--- src/design/srai_defines.svh ---
// Register offsets, field positions and reset values of the serial register port.
`ifndef SRAI_DEFINES_SVH
`define SRAI_DEFINES_SVH

`define SRAI_A_RESERVED   6'h00
`define SRAI_A_ACT_TOTAL  6'h01
`define SRAI_A_ACT_RCLR   6'h02
`define SRAI_A_LINE_ACT   6'h03
`define SRAI_A_APP_TOTAL  6'h04
`define SRAI_A_ACT_CFG    6'h0d
`define SRAI_A_APP_CFG    6'h0e
`define SRAI_A_IRQ_EN     6'h0f
`define SRAI_A_FLAGS      6'h10
`define SRAI_A_FLAGS_RCLR 6'h11
`define SRAI_A_HALF_CYC   6'h13

`define SRAI_CMD_WR_BIT   7
`define SRAI_SEL_LSB      0
`define SRAI_SEL_W        6
`define SRAI_TOT_SEL_LSB  3
`define SRAI_LINE_SEL_LSB 0
`define SRAI_PHASE_SEL_W  3

`define SRAI_W_ENERGY     5'd24
`define SRAI_W_WORD       5'd16
`define SRAI_W_BYTE       5'd8
`define SRAI_CMD_LAST     5'd7

`define SRAI_RST_ACT_CFG  8'h3f
`define SRAI_RST_APP_CFG  8'h3f
`define SRAI_RST_IRQ_EN   16'h0000
`define SRAI_RST_HALF_CYC 16'h0100

`endif

--- src/design/srai_pkg.sv ---
// Types shared by the serial register port and its pin synchroniser.
package srai_pkg;

	typedef enum logic {
		SRAI_CMD,
		SRAI_DATA
	} srai_state_t;

	typedef struct packed {
		logic sclk;
		logic cs_n;
		logic din;
	} srai_pins_t;

	typedef struct packed {
		logic             valid;
		logic [2:0][15:0] act;
		logic [2:0][15:0] app;
	} srai_power_t;

	typedef struct packed {
		srai_pins_t s1;
		srai_pins_t s2;
		logic       sclk_d;
	} srai_sync_t;

	typedef struct packed {
		srai_state_t st;
		logic [4:0]  bitcnt;
		logic [4:0]  nbits;
		logic [7:0]  cmd;
		logic [23:0] shreg;
		logic [23:0] dout_sh;
		logic        dout;
		logic        dout_oe;
		logic        irq_out;
		logic        irq_oe;
		logic        irq_hold;
		logic [23:0] act_acc;
		logic [23:0] line_acc;
		logic [23:0] line_reg;
		logic [23:0] app_acc;
		logic [15:0] half_cnt;
		logic [7:0]  act_cfg;
		logic [7:0]  app_cfg;
		logic [15:0] irq_en;
		logic [15:0] flags;
		logic [15:0] half_cyc;
	} srai_state_r_t;

endpackage

--- src/design/srai_pin_sync.sv ---
// Two-flop synchroniser for the serial pins with serial clock edge detection.
module srai_pin_sync
	import srai_pkg::*;
(
	input  wire logic       core_clk,
	input  wire logic       rst_n,
	input  wire srai_pins_t pins_in,
	output srai_pins_t      pins,
	output logic            sclk_rise,
	output logic            sclk_fall
);

	// The serial clock idles low, so leaving reset shows no false edge on it.
	localparam srai_pins_t PINS_IDLE = '{sclk: 1'b0, cs_n: 1'b1, din: 1'b0};

	srai_sync_t s_r;
	srai_sync_t s_nxt;

	always_comb begin
		s_nxt        = s_r;
		s_nxt.s1     = pins_in;
		s_nxt.s2     = s_r.s1;
		s_nxt.sclk_d = s_r.s2.sclk;
	end

	always_ff @(posedge core_clk or negedge rst_n) begin
		if (!rst_n) begin
			s_r <= '{s1: PINS_IDLE, s2: PINS_IDLE, sclk_d: 1'b0};
		end else begin
			s_r <= s_nxt;
		end
	end

	// Edges are taken from the second stage only; the first stage may be metastable.
	assign pins      = s_r.s2;
	assign sclk_rise = s_r.s2.sclk & ~s_r.sclk_d;
	assign sclk_fall = ~s_r.s2.sclk & s_r.sclk_d;

endmodule

--- src/design/srai_serial_port.sv ---
// Serial register port of the energy meter with its open-drain interrupt request line.
`include "srai_defines.svh"

module srai_serial_port
	import srai_pkg::*;
(
	input  wire logic        core_clk,
	input  wire logic        rst_n,
	input  wire logic        sclk,
	input  wire logic        cs_n,
	input  wire logic        din,
	output logic             dout,
	output logic             dout_oe,
	output logic             irq_out,
	output logic             irq_oe,
	input  wire srai_power_t power,
	input  wire logic        half_cycle,
	input  wire logic [15:0] irq_events
);

	srai_state_r_t s_r;
	srai_state_r_t s_nxt;
	srai_pins_t    pins;
	logic          sclk_rise;
	logic          sclk_fall;
	logic          cmd_done;
	logic          data_done;
	logic [7:0]    cmd_byte;
	logic [23:0]   wdata;
	logic [23:0]   rdata;
	logic [23:0]   act_inc;
	logic [23:0]   app_inc;
	logic [23:0]   line_inc;
	srai_pins_t    pins_raw;
	logic [5:0]    cmd_sel;
	logic [5:0]    data_sel;

	// Transfer length of each register; unmapped addresses use one byte.
	function automatic logic [4:0] reg_bits(input logic [5:0] a);
		case (a)
			`SRAI_A_ACT_TOTAL, `SRAI_A_ACT_RCLR, `SRAI_A_LINE_ACT, `SRAI_A_APP_TOTAL: begin
				reg_bits = `SRAI_W_ENERGY;
			end
			`SRAI_A_IRQ_EN, `SRAI_A_FLAGS, `SRAI_A_FLAGS_RCLR, `SRAI_A_HALF_CYC: begin
				reg_bits = `SRAI_W_WORD;
			end
			default: begin
				reg_bits = `SRAI_W_BYTE;
			end
		endcase
	endfunction

	// Each set bit of the selection adds the matching phase into the energy sum.
	function automatic logic [23:0] phase_sum(input logic [2:0][15:0] v, input logic [2:0] sel);
		phase_sum = 24'h000000;
		for (int i = 0; i < 3; i++) begin
			if (sel[i]) begin
				phase_sum = phase_sum + {8'h00, v[i]};
			end
		end
	endfunction

	// The three pins travel together so that data and clock see the same two-flop delay.
	assign pins_raw = '{sclk: sclk, cs_n: cs_n, din: din};

	srai_pin_sync u_sync (
		.core_clk  (core_clk),
		.rst_n     (rst_n),
		.pins_in   (pins_raw),
		.pins      (pins),
		.sclk_rise (sclk_rise),
		.sclk_fall (sclk_fall)
	);

	assign cmd_byte = {s_r.shreg[6:0], pins.din};
	assign wdata    = {s_r.shreg[22:0], pins.din};
	assign cmd_sel  = cmd_byte[`SRAI_SEL_LSB +: `SRAI_SEL_W];
	assign data_sel = s_r.cmd[`SRAI_SEL_LSB +: `SRAI_SEL_W];
	assign act_inc  = phase_sum(power.act, s_r.act_cfg[`SRAI_TOT_SEL_LSB +: `SRAI_PHASE_SEL_W]);
	assign app_inc  = phase_sum(power.app, s_r.app_cfg[`SRAI_TOT_SEL_LSB +: `SRAI_PHASE_SEL_W]);
	assign line_inc = phase_sum(power.act, s_r.act_cfg[`SRAI_LINE_SEL_LSB +: `SRAI_PHASE_SEL_W]);
	assign cmd_done = sclk_fall && !pins.cs_n && s_r.st == SRAI_CMD
		&& s_r.bitcnt == `SRAI_CMD_LAST;
	assign data_done = sclk_fall && !pins.cs_n && s_r.st == SRAI_DATA
		&& s_r.bitcnt == s_r.nbits - 5'd1;

	// The whole register is captured at command time so a multibyte read is coherent.
	always_comb begin
		case (cmd_sel)
			`SRAI_A_ACT_TOTAL:  rdata = s_r.act_acc;
			`SRAI_A_ACT_RCLR:   rdata = s_r.act_acc;
			`SRAI_A_LINE_ACT:   rdata = s_r.line_reg;
			`SRAI_A_APP_TOTAL:  rdata = s_r.app_acc;
			`SRAI_A_ACT_CFG:    rdata = {16'h0000, s_r.act_cfg};
			`SRAI_A_APP_CFG:    rdata = {16'h0000, s_r.app_cfg};
			`SRAI_A_IRQ_EN:     rdata = {8'h00, s_r.irq_en};
			`SRAI_A_FLAGS:      rdata = {8'h00, s_r.flags};
			`SRAI_A_FLAGS_RCLR: rdata = {8'h00, s_r.flags};
			`SRAI_A_HALF_CYC:   rdata = {8'h00, s_r.half_cyc};
			default:            rdata = 24'h000000;
		endcase
	end

	always_comb begin
		s_nxt = s_r;

		// The accumulators wrap at 24 bits; the host must read them often enough.
		if (power.valid) begin
			s_nxt.act_acc  = s_r.act_acc + act_inc;
			s_nxt.line_acc = s_r.line_acc + line_inc;
			s_nxt.app_acc  = s_r.app_acc + app_inc;
		end

		// The line register is refreshed once per programmed number of half cycles.
		if (half_cycle) begin
			if (s_r.half_cnt + 16'h0001 >= s_r.half_cyc) begin
				s_nxt.line_reg = s_nxt.line_acc;
				s_nxt.line_acc = 24'h000000;
				s_nxt.half_cnt = 16'h0000;
			end else begin
				s_nxt.half_cnt = s_r.half_cnt + 16'h0001;
			end
		end

		s_nxt.flags = s_r.flags | irq_events;

		if (pins.cs_n) begin
			s_nxt.st       = SRAI_CMD;
			s_nxt.bitcnt   = 5'd0;
			s_nxt.dout_oe  = 1'b0;
			s_nxt.irq_hold = 1'b0;
		end else begin
			if (sclk_rise && s_r.st == SRAI_DATA && !s_r.cmd[`SRAI_CMD_WR_BIT]) begin
				s_nxt.dout    = s_r.dout_sh[23];
				s_nxt.dout_sh = {s_r.dout_sh[22:0], 1'b0};
				s_nxt.dout_oe = 1'b1;
			end
			if (sclk_fall) begin
				s_nxt.shreg  = wdata;
				s_nxt.bitcnt = s_r.bitcnt + 5'd1;
			end
			if (cmd_done) begin
				s_nxt.cmd    = cmd_byte;
				s_nxt.nbits  = reg_bits(cmd_sel);
				s_nxt.st     = SRAI_DATA;
				s_nxt.bitcnt = 5'd0;
				if (!cmd_byte[`SRAI_CMD_WR_BIT]) begin
					s_nxt.dout_sh = rdata << (`SRAI_W_ENERGY - reg_bits(cmd_sel));
					// A sample landing in the clearing cycle starts the new total.
					if (cmd_sel == `SRAI_A_ACT_RCLR) begin
						s_nxt.act_acc = power.valid ? act_inc : 24'h000000;
					end
					// Events of the clearing cycle survive the clear.
					if (cmd_sel == `SRAI_A_FLAGS_RCLR) begin
						s_nxt.flags    = irq_events;
						s_nxt.irq_hold = 1'b1;
					end
				end
			end else if (data_done) begin
				s_nxt.st       = SRAI_CMD;
				s_nxt.bitcnt   = 5'd0;
				s_nxt.dout_oe  = 1'b0;
				s_nxt.irq_hold = 1'b0;
				if (s_r.cmd[`SRAI_CMD_WR_BIT]) begin
					case (data_sel)
						`SRAI_A_ACT_CFG:  s_nxt.act_cfg  = wdata[7:0];
						`SRAI_A_APP_CFG:  s_nxt.app_cfg  = wdata[7:0];
						`SRAI_A_IRQ_EN:   s_nxt.irq_en   = wdata[15:0];
						`SRAI_A_HALF_CYC: s_nxt.half_cyc = wdata[15:0];
						default:          s_nxt.half_cyc = s_r.half_cyc;
					endcase
				end
			end
		end

		s_nxt.irq_out = 1'b0;
		s_nxt.irq_oe  = !s_nxt.irq_hold && |(s_nxt.flags & s_nxt.irq_en);
	end

	always_ff @(posedge core_clk or negedge rst_n) begin
		if (!rst_n) begin
			s_r          <= '0;
			s_r.st       <= SRAI_CMD;
			s_r.act_cfg  <= `SRAI_RST_ACT_CFG;
			s_r.app_cfg  <= `SRAI_RST_APP_CFG;
			s_r.irq_en   <= `SRAI_RST_IRQ_EN;
			s_r.half_cyc <= `SRAI_RST_HALF_CYC;
		end else begin
			s_r <= s_nxt;
		end
	end

	assign dout    = s_r.dout;
	assign dout_oe = s_r.dout_oe;
	assign irq_out = s_r.irq_out;
	assign irq_oe  = s_r.irq_oe;
endmodule
--- config.mk ---
export PLATFORM = sky130hd
export DESIGN_NAME = srai_serial_port
export DESIGN_NICKNAME = d
export VERILOG_FILES = /design/src/design/srai_pkg.sv /design/src/design/srai_pin_sync.sv /design/src/design/srai_serial_port.sv
export VERILOG_INCLUDE_DIRS = /design/src /design/src/design
export SDC_FILE = /design/constraint.sdc
export NUM_CORES = 1
export LEC_CHECK = 0
export BUFFER_PORTS_ARGS = -buffer_cell sky130_fd_sc_hd__buf_2
export CAP_MARGIN = 40
export CORE_ASPECT_RATIO = 2
export CORE_MARGIN = 2
export CORE_UTILIZATION = 55
export CTS_CLUSTER_DIAMETER = 50
export CTS_CLUSTER_SIZE = 10
export DETAILED_ROUTE_END_ITERATION = 8
export GPL_TIMING_DRIVEN = 0
export PLACE_DENSITY = 0.73
export REMOVE_ABC_BUFFERS = 1
export SLEW_MARGIN = 20
export SYNTH_ARGS = -nofsm -noshare
export SYNTH_HDL_FRONTEND = slang
export SYNTH_SLANG_ARGS = --single-unit
--- constraint.sdc ---
create_clock -name core_clk -period 11.5 [get_ports core_clk]
set_input_delay 2.3 -clock core_clk [delete_from_list [all_inputs] [get_ports core_clk]]
set_output_delay 2.3 -clock core_clk [all_outputs]
set_load 0.005 [all_outputs]
==> results.json, run 1 <==
{
  "period_share": 0.717,
  "drc": 0,
  "grt_pass1_vias": 17348,
  "cp_data_required_time_ns": 11.93,
  "clock_skew_ns": 0.0261,
  "r2r_slack_ns": 4.23,
  "ys_warn_count": 0,
  "dieArea_um2": 36500,
  "synthCells": 2137,
  "initial_utilization": 0.559,
  "synth_top_cell_area_share": 0.295,
  "tightest_slew_ns": 1.02,
  "synth_edf_count": 0,
  "drv_cap": 0,
  "routedWlPerCell_um": 20.4,
  "setup_viol": 0,
  "final_util": 0.614,
  "cts_hold_buf": 0,
  "slowest_stage": "a2111oi_2",
  "synth_top_flop_cell": "dfrtp_1",
  "p_per_area_nw_per_um2": 101,
  "syn-mean-instance-area_um2": 8.98,
  "yosysSeqAreaShare": 0.315,
  "peakVddDrop_uv": 105,
  "cts_tree": "yes",
  "syn2layout_area_growth_pct": 9.88,
  "vias": 16702,
  "cp_max_fo": 6,
  "grt_pass1_wl_mm": 86.4,
  "numCtsBuffers": 28,
  "ys_types": 97,
  "fin_crit_ns": 8.24,
  "cts-root-buf": "clkbuf_16",
  "placed_area_um2": 20200,
  "hold_violations": 0,
  "final_common_cell": "dfrtp_1",
  "final_layout_size_suffix_gt1_frac": 0.163,
  "synth_top_cell_by_area": "dfrtp_1",
  "max_stage_delay_ns": 0.63,
  "finalSetupTns_ns": 0,
  "port_buffers": 121,
  "drt-pass1-iter-count": 8,
  "start_kind": "primary input",
  "fmax_ghz": 0.121,
  "nFillCells": 3074,
  "yosys-top-cells-area": "dfrtp_1 29%, ha_1 11%, mux2_2 6.9%, xnor2_1 4.3%, nand2_1 4.2%",
  "leakage_nw": 10.1,
  "drtIter0Drc": 1128,
  "async_flop_share": 1.00,
  "clk_latency_ns": 0.55,
  "viasPerCell": 6.24,
  "detail-route-antenna-nets": 0,
  "cts_resized": 0,
  "wl_mm": 54.7,
  "post-cts-setup-buffer-count": 0,
  "finalMaxSlewViolations": 0,
  "fp.coreArea_um2": 34400,
  "stdcell_area_um2": 21100,
  "place_hpwl_mm": 42.9,
  "overflow": 0,
  "io_pins": 123,
  "worst_path_dominant_cell_family": "compound AO/OA/AOI/OAI gates",
  "rows": 96,
  "path_class": "primary input to register",
  "die_h_um": 268,
  "ys_ff_latch": 241,
  "grt_max_degree": 99,
  "grt_use_total": 0.300,
  "htreeDepth": 1,
  "slew_headroom": 0.322,
  "worstPathArrival_ns": 8.68,
  "power_w": 0.00213,
  "clockBufferDepth": 3,
  "gp_congestion": 0.951,
  "nNetsFinal": 2509,
  "clock-sinks": 241,
  "die_w_um": 136,
  "status": "complete, no violations",
  "rsz0062_at_grt": "false",
  "path_buf_inv": 1,
  "syn_area_um2": 19200,
  "antenna_found_initial": 0,
  "final_cell_mix": "226 x dfrtp_1, 216 x nand2_1, 165 x ha_1",
  "hold_path_class": "register to register",
  "antenna_cells": 0,
  "cp-end-kind": "register",
  "clk_pin_slew_worst_paths_ns": 0.06
}
power breakdown:
group	internal, W	switching (W)	total, W
clock	0.000466	0.000352	0.000818
combinational	0.000134	0.000213	0.000347
sequential	0.000883	0.0000776	0.000961
total	0.00148	0.000643	0.00213
cell type report:
class	instances	area, µm²	area share
inverters	84	315	0.0150
well taps	441	552	0.0262
flip-flops and latches	241	6050	0.287
repair buffers	144	882	0.0418
multi-input cells	1717	12500	0.592
clock inverters	1	8.76	0.000415
clock buffers	48	797	0.0378
through the flow:
| step | setup slack [ns] | hold WS [ns] | std cells |
|---|---|---|---|
| 2_1_floorplan | 3.69 | 0.331 | 2042 |
| 3_3_place_gp | 2.80 | 0.334 | 2604 |
| 3_5_place_dp | 2.84 | 0.336 | 2623 |
| 4_1_cts | 3.39 | 0.356 | 2672 |
| 5_1_grt | 3.05 | 0.367 | 2676 |
| 6_report | 3.26 | 0.357 | 2676 |
state kept, by name (all words and copies together), names as in the netlist:
| name | flops |
|---|---|
| s_r | 218 |
| cmd_byte | 7 |
| data_sel | 6 |
| u_sync.pins | 3 |
| u_sync.s_nxt | 3 |
| dout | 1 |
| dout_oe | 1 |
| irq_oe | 1 |
| u_sync.s_r | 1 |
cell families after synthesis:
kind of cell    count (synthesis)  synth area share
compound gates                643             0.223
mux                           142            0.0817
flops                         241             0.315
fa+ha+maj                     179             0.120
simple gates                  590             0.149
other cells                     1          0.000195
xor+xnor                      162            0.0743
buf+inv                       179            0.0372
worst register-to-register path, delay by kind of cell (launching register included):
kind / cells / cell delay [ns]
adders and majority gates: 5 / 1.66
xor gates and xnor gates: 4 / 0.71
AOI/OAI and AO/OA: 13 / 3.07
DFF: 1 / 0.93
and+or+nand+nor: 5 / 0.69
buffers and inverters: 1 / 0.13
path summary, 6_finish.rpt:
kind	startpoint	to	cells after the start
min in group asynchronous	rst_n	s_r[144]	1
worst max-delay path	power[48]	s_r[175]	27
worst max register to register	s_r[59]	s_r[175]	28
worst min register to register	u_sync.s_nxt[1]	u_sync.pins[0]	0
max in group asynchronous	rst_n	s_r[56]	3
worst min-delay path	u_sync.s_nxt[1]	u_sync.pins[0]	0
Yosys cell counts (all sizes together), types with 9 or more instances:
cell type and count:
nor3 31, and2 37, nand2 218, o21ai 161, mux2i 25, nand3 37
mux2 117, and3 15, o22a 12, nand4 14, buf 21, clkbuf 74
o21bai 20, dfrtp 226, nor2b 21, xor2 66, a22oi 42, ha 165
a21o 70, a221oi 13, a31o 12, xnor2 96, a211oi 17, inv 84
nor2 140, a31oi 12, o22ai 20, nand2b 27, o2111ai 9, a21oi 141
dfstp 15, fa 9, or3 10, a222oi 15, o21a 32
layer usage:
metal	global-route usage	up-vias	share of wire
li1	-	7928	-
met5	0	-	0
met2	0.569	495	0.54
met4	0.213	0	0.079
met3	0.0275	205	0.038
met1	0.297	8074	0.35
No activity file was read; power rests on OpenSTA's default activity.
==> inputs of run 2 (changes only) <==
- clock period: 11.5 -> 7.6 ns (I/O delays scaled with it)
==> results.json, run 2 (same netlist as run 1, synthesis figures left out) <==
{
  "status": "complete, no violations",
  "grt_use_total": 0.300,
  "period_share": 0.963,
  "rsz0062_at_grt": "false",
  "fmax_ghz": 0.137,
  "cts_hold_buf": 0,
  "pre_cts_slack_ns": -0.276,
  "clock-sinks": 241,
  "initial_utilization": 0.559,
  "grt_max_degree": 99,
  "peakVddDrop_uv": 159,
  "path_class": "primary input to register",
  "final_common_cell": "dfrtp_1",
  "dieArea_um2": 36500,
  "die_h_um": 268,
  "drt-pass1-iter-count": 7,
  "setup_viol": 0,
  "power_w": 0.00322,
  "port_buffers": 121,
  "hold_violations": 0,
  "wl_mm": 54.8,
  "vias": 16724,
  "cp_data_required_time_ns": 8.03,
  "slew_headroom": 0.315,
  "slowest_stage": "a2111oi_4",
  "antenna_cells": 0,
  "dp_cells": 2623,
  "largest_reg_flops": 218,
  "syn2layout_area_growth_pct": 10.0,
  "clk_latency_ns": 0.55,
  "htreeDepth": 1,
  "hold_path_class": "register to register",
  "detail-route-antenna-nets": 0,
  "cts-root-buf": "clkbuf_16",
  "gp_congestion": 0.951,
  "clock_skew_ns": 0.0264,
  "fin_crit_ns": 7.32,
  "p_per_area_nw_per_um2": 152,
  "placed_area_um2": 20200,
  "start_kind": "primary input",
  "antenna_found_initial": 0,
  "finalMaxSlewViolations": 0,
  "clockBufferDepth": 3,
  "cp_max_fo": 6,
  "numCtsBuffers": 28,
  "clk_pin_slew_worst_paths_ns": 0.06,
  "leakage_nw": 10.1,
  "stdcell_area_um2": 21100,
  "final_cells": 2676,
  "rows": 96,
  "max_stage_delay_ns": 0.49,
  "grt_pass1_vias": 17348,
  "nNetsFinal": 2509,
  "place_hpwl_mm": 42.9,
  "tightest_slew_ns": 1.03,
  "drtIter0Drc": 1105,
  "overflow": 0,
  "drv_cap": 0,
  "grt_pass1_wl_mm": 86.4,
  "finalWorstSetupSlack_ns": 0.279,
  "io_pins": 123,
  "finalSetupTns_ns": 0,
  "final_cell_mix": "226 x dfrtp_1, 216 x nand2_1, 165 x ha_1",
  "final_layout_size_suffix_gt1_frac": 0.165,
  "routedWlPerCell_um": 20.5,
  "regMostFlops": "s_r",
  "die_w_um": 136,
  "cts_tree": "yes",
  "drc": 0,
  "cp-end-kind": "register",
  "worstPathArrival_ns": 7.75,
  "fp.coreArea_um2": 34400,
  "viasPerCell": 6.25
}
-- run 2: changes by cell type in the layout (fill, tap and decap cells not counted) --
cell / change
a2111oi_2: -1
a21oi_2: +1
nor3b_2: +1
a2111oi_4: +1
a21oi_1: -1
a22oi_2: +1
nor3b_1: -1
a22oi_1: -1
-- run 2: cell type report --
class	count	area [µm²]
Tap cell	441	552
Clock buffer	48	797
Multi-Input combinational cell	1717	12500
Sequential cell	241	6050
Timing Repair Buffer	144	882
Fill cell	3067	13200
Clock inverter	1	8.76
Inverter	84	315
-- run 2: report_power, final --
group	switching, W	internal (W)	leakage (nW)
Combinational	0.000323	0.000202	6.52
Clock	0.000532	0.000705	0.384
Sequential	0.000116	0.00134	3.17
-- run 2: worst max-delay path, delay by kind of cell --
kind | cells | cell delay (ns)
buffers and inverters | 1 | 0.10
AO/OA/AOI/OAI | 11 | 2.69
AND/OR/NAND/NOR | 5 | 0.67
XOR/XNOR | 4 | 0.65
adder cells (fa/ha/maj) | 6 | 2.12
-- run 2: routing by layer --
layer / track usage / wire [µm] / vias to the layer above / part of all wire
li1: - / - / 7923 / -
met1: 0.297 / 18800 / 8085 / 0.34
met2: 0.569 / 29400 / 513 / 0.54
met3: 0.0275 / 2230 / 203 / 0.041
met4: 0.213 / 4330 / 0 / 0.079
met5: 0 / 0 / - / 0
-- run 2: path summary, 6_finish.rpt --
check                           cells past startpoint            start  slack [ns]             end
worst max-delay path                               27        power[48]        0.28        s_r[175]
worst min-delay path                                0  u_sync.s_nxt[1]        0.36  u_sync.pins[0]
worst max register to register                     28          s_r[59]        0.47        s_r[175]
worst min register to register                      0  u_sync.s_nxt[1]        0.36  u_sync.pins[0]
max in group asynchronous                           3            rst_n        5.34         s_r[56]
min in group asynchronous                           1            rst_n        0.90        s_r[144]
-- run 2: per-stage QoR --
step	hold WS [ns]	util
4_1_cts	0.356	0.613
2_1_floorplan	0.331	-
3_5_place_dp	0.336	0.589
3_3_place_gp	0.334	0.581
5_1_grt	0.367	0.615
6_report	0.357	0.615
-- run 2: repair_timing --
action                     in CTS  in global routing
setup endpoints to repair       0                  6
setup buffers                   0                  0
gates resized for setup         0                  4
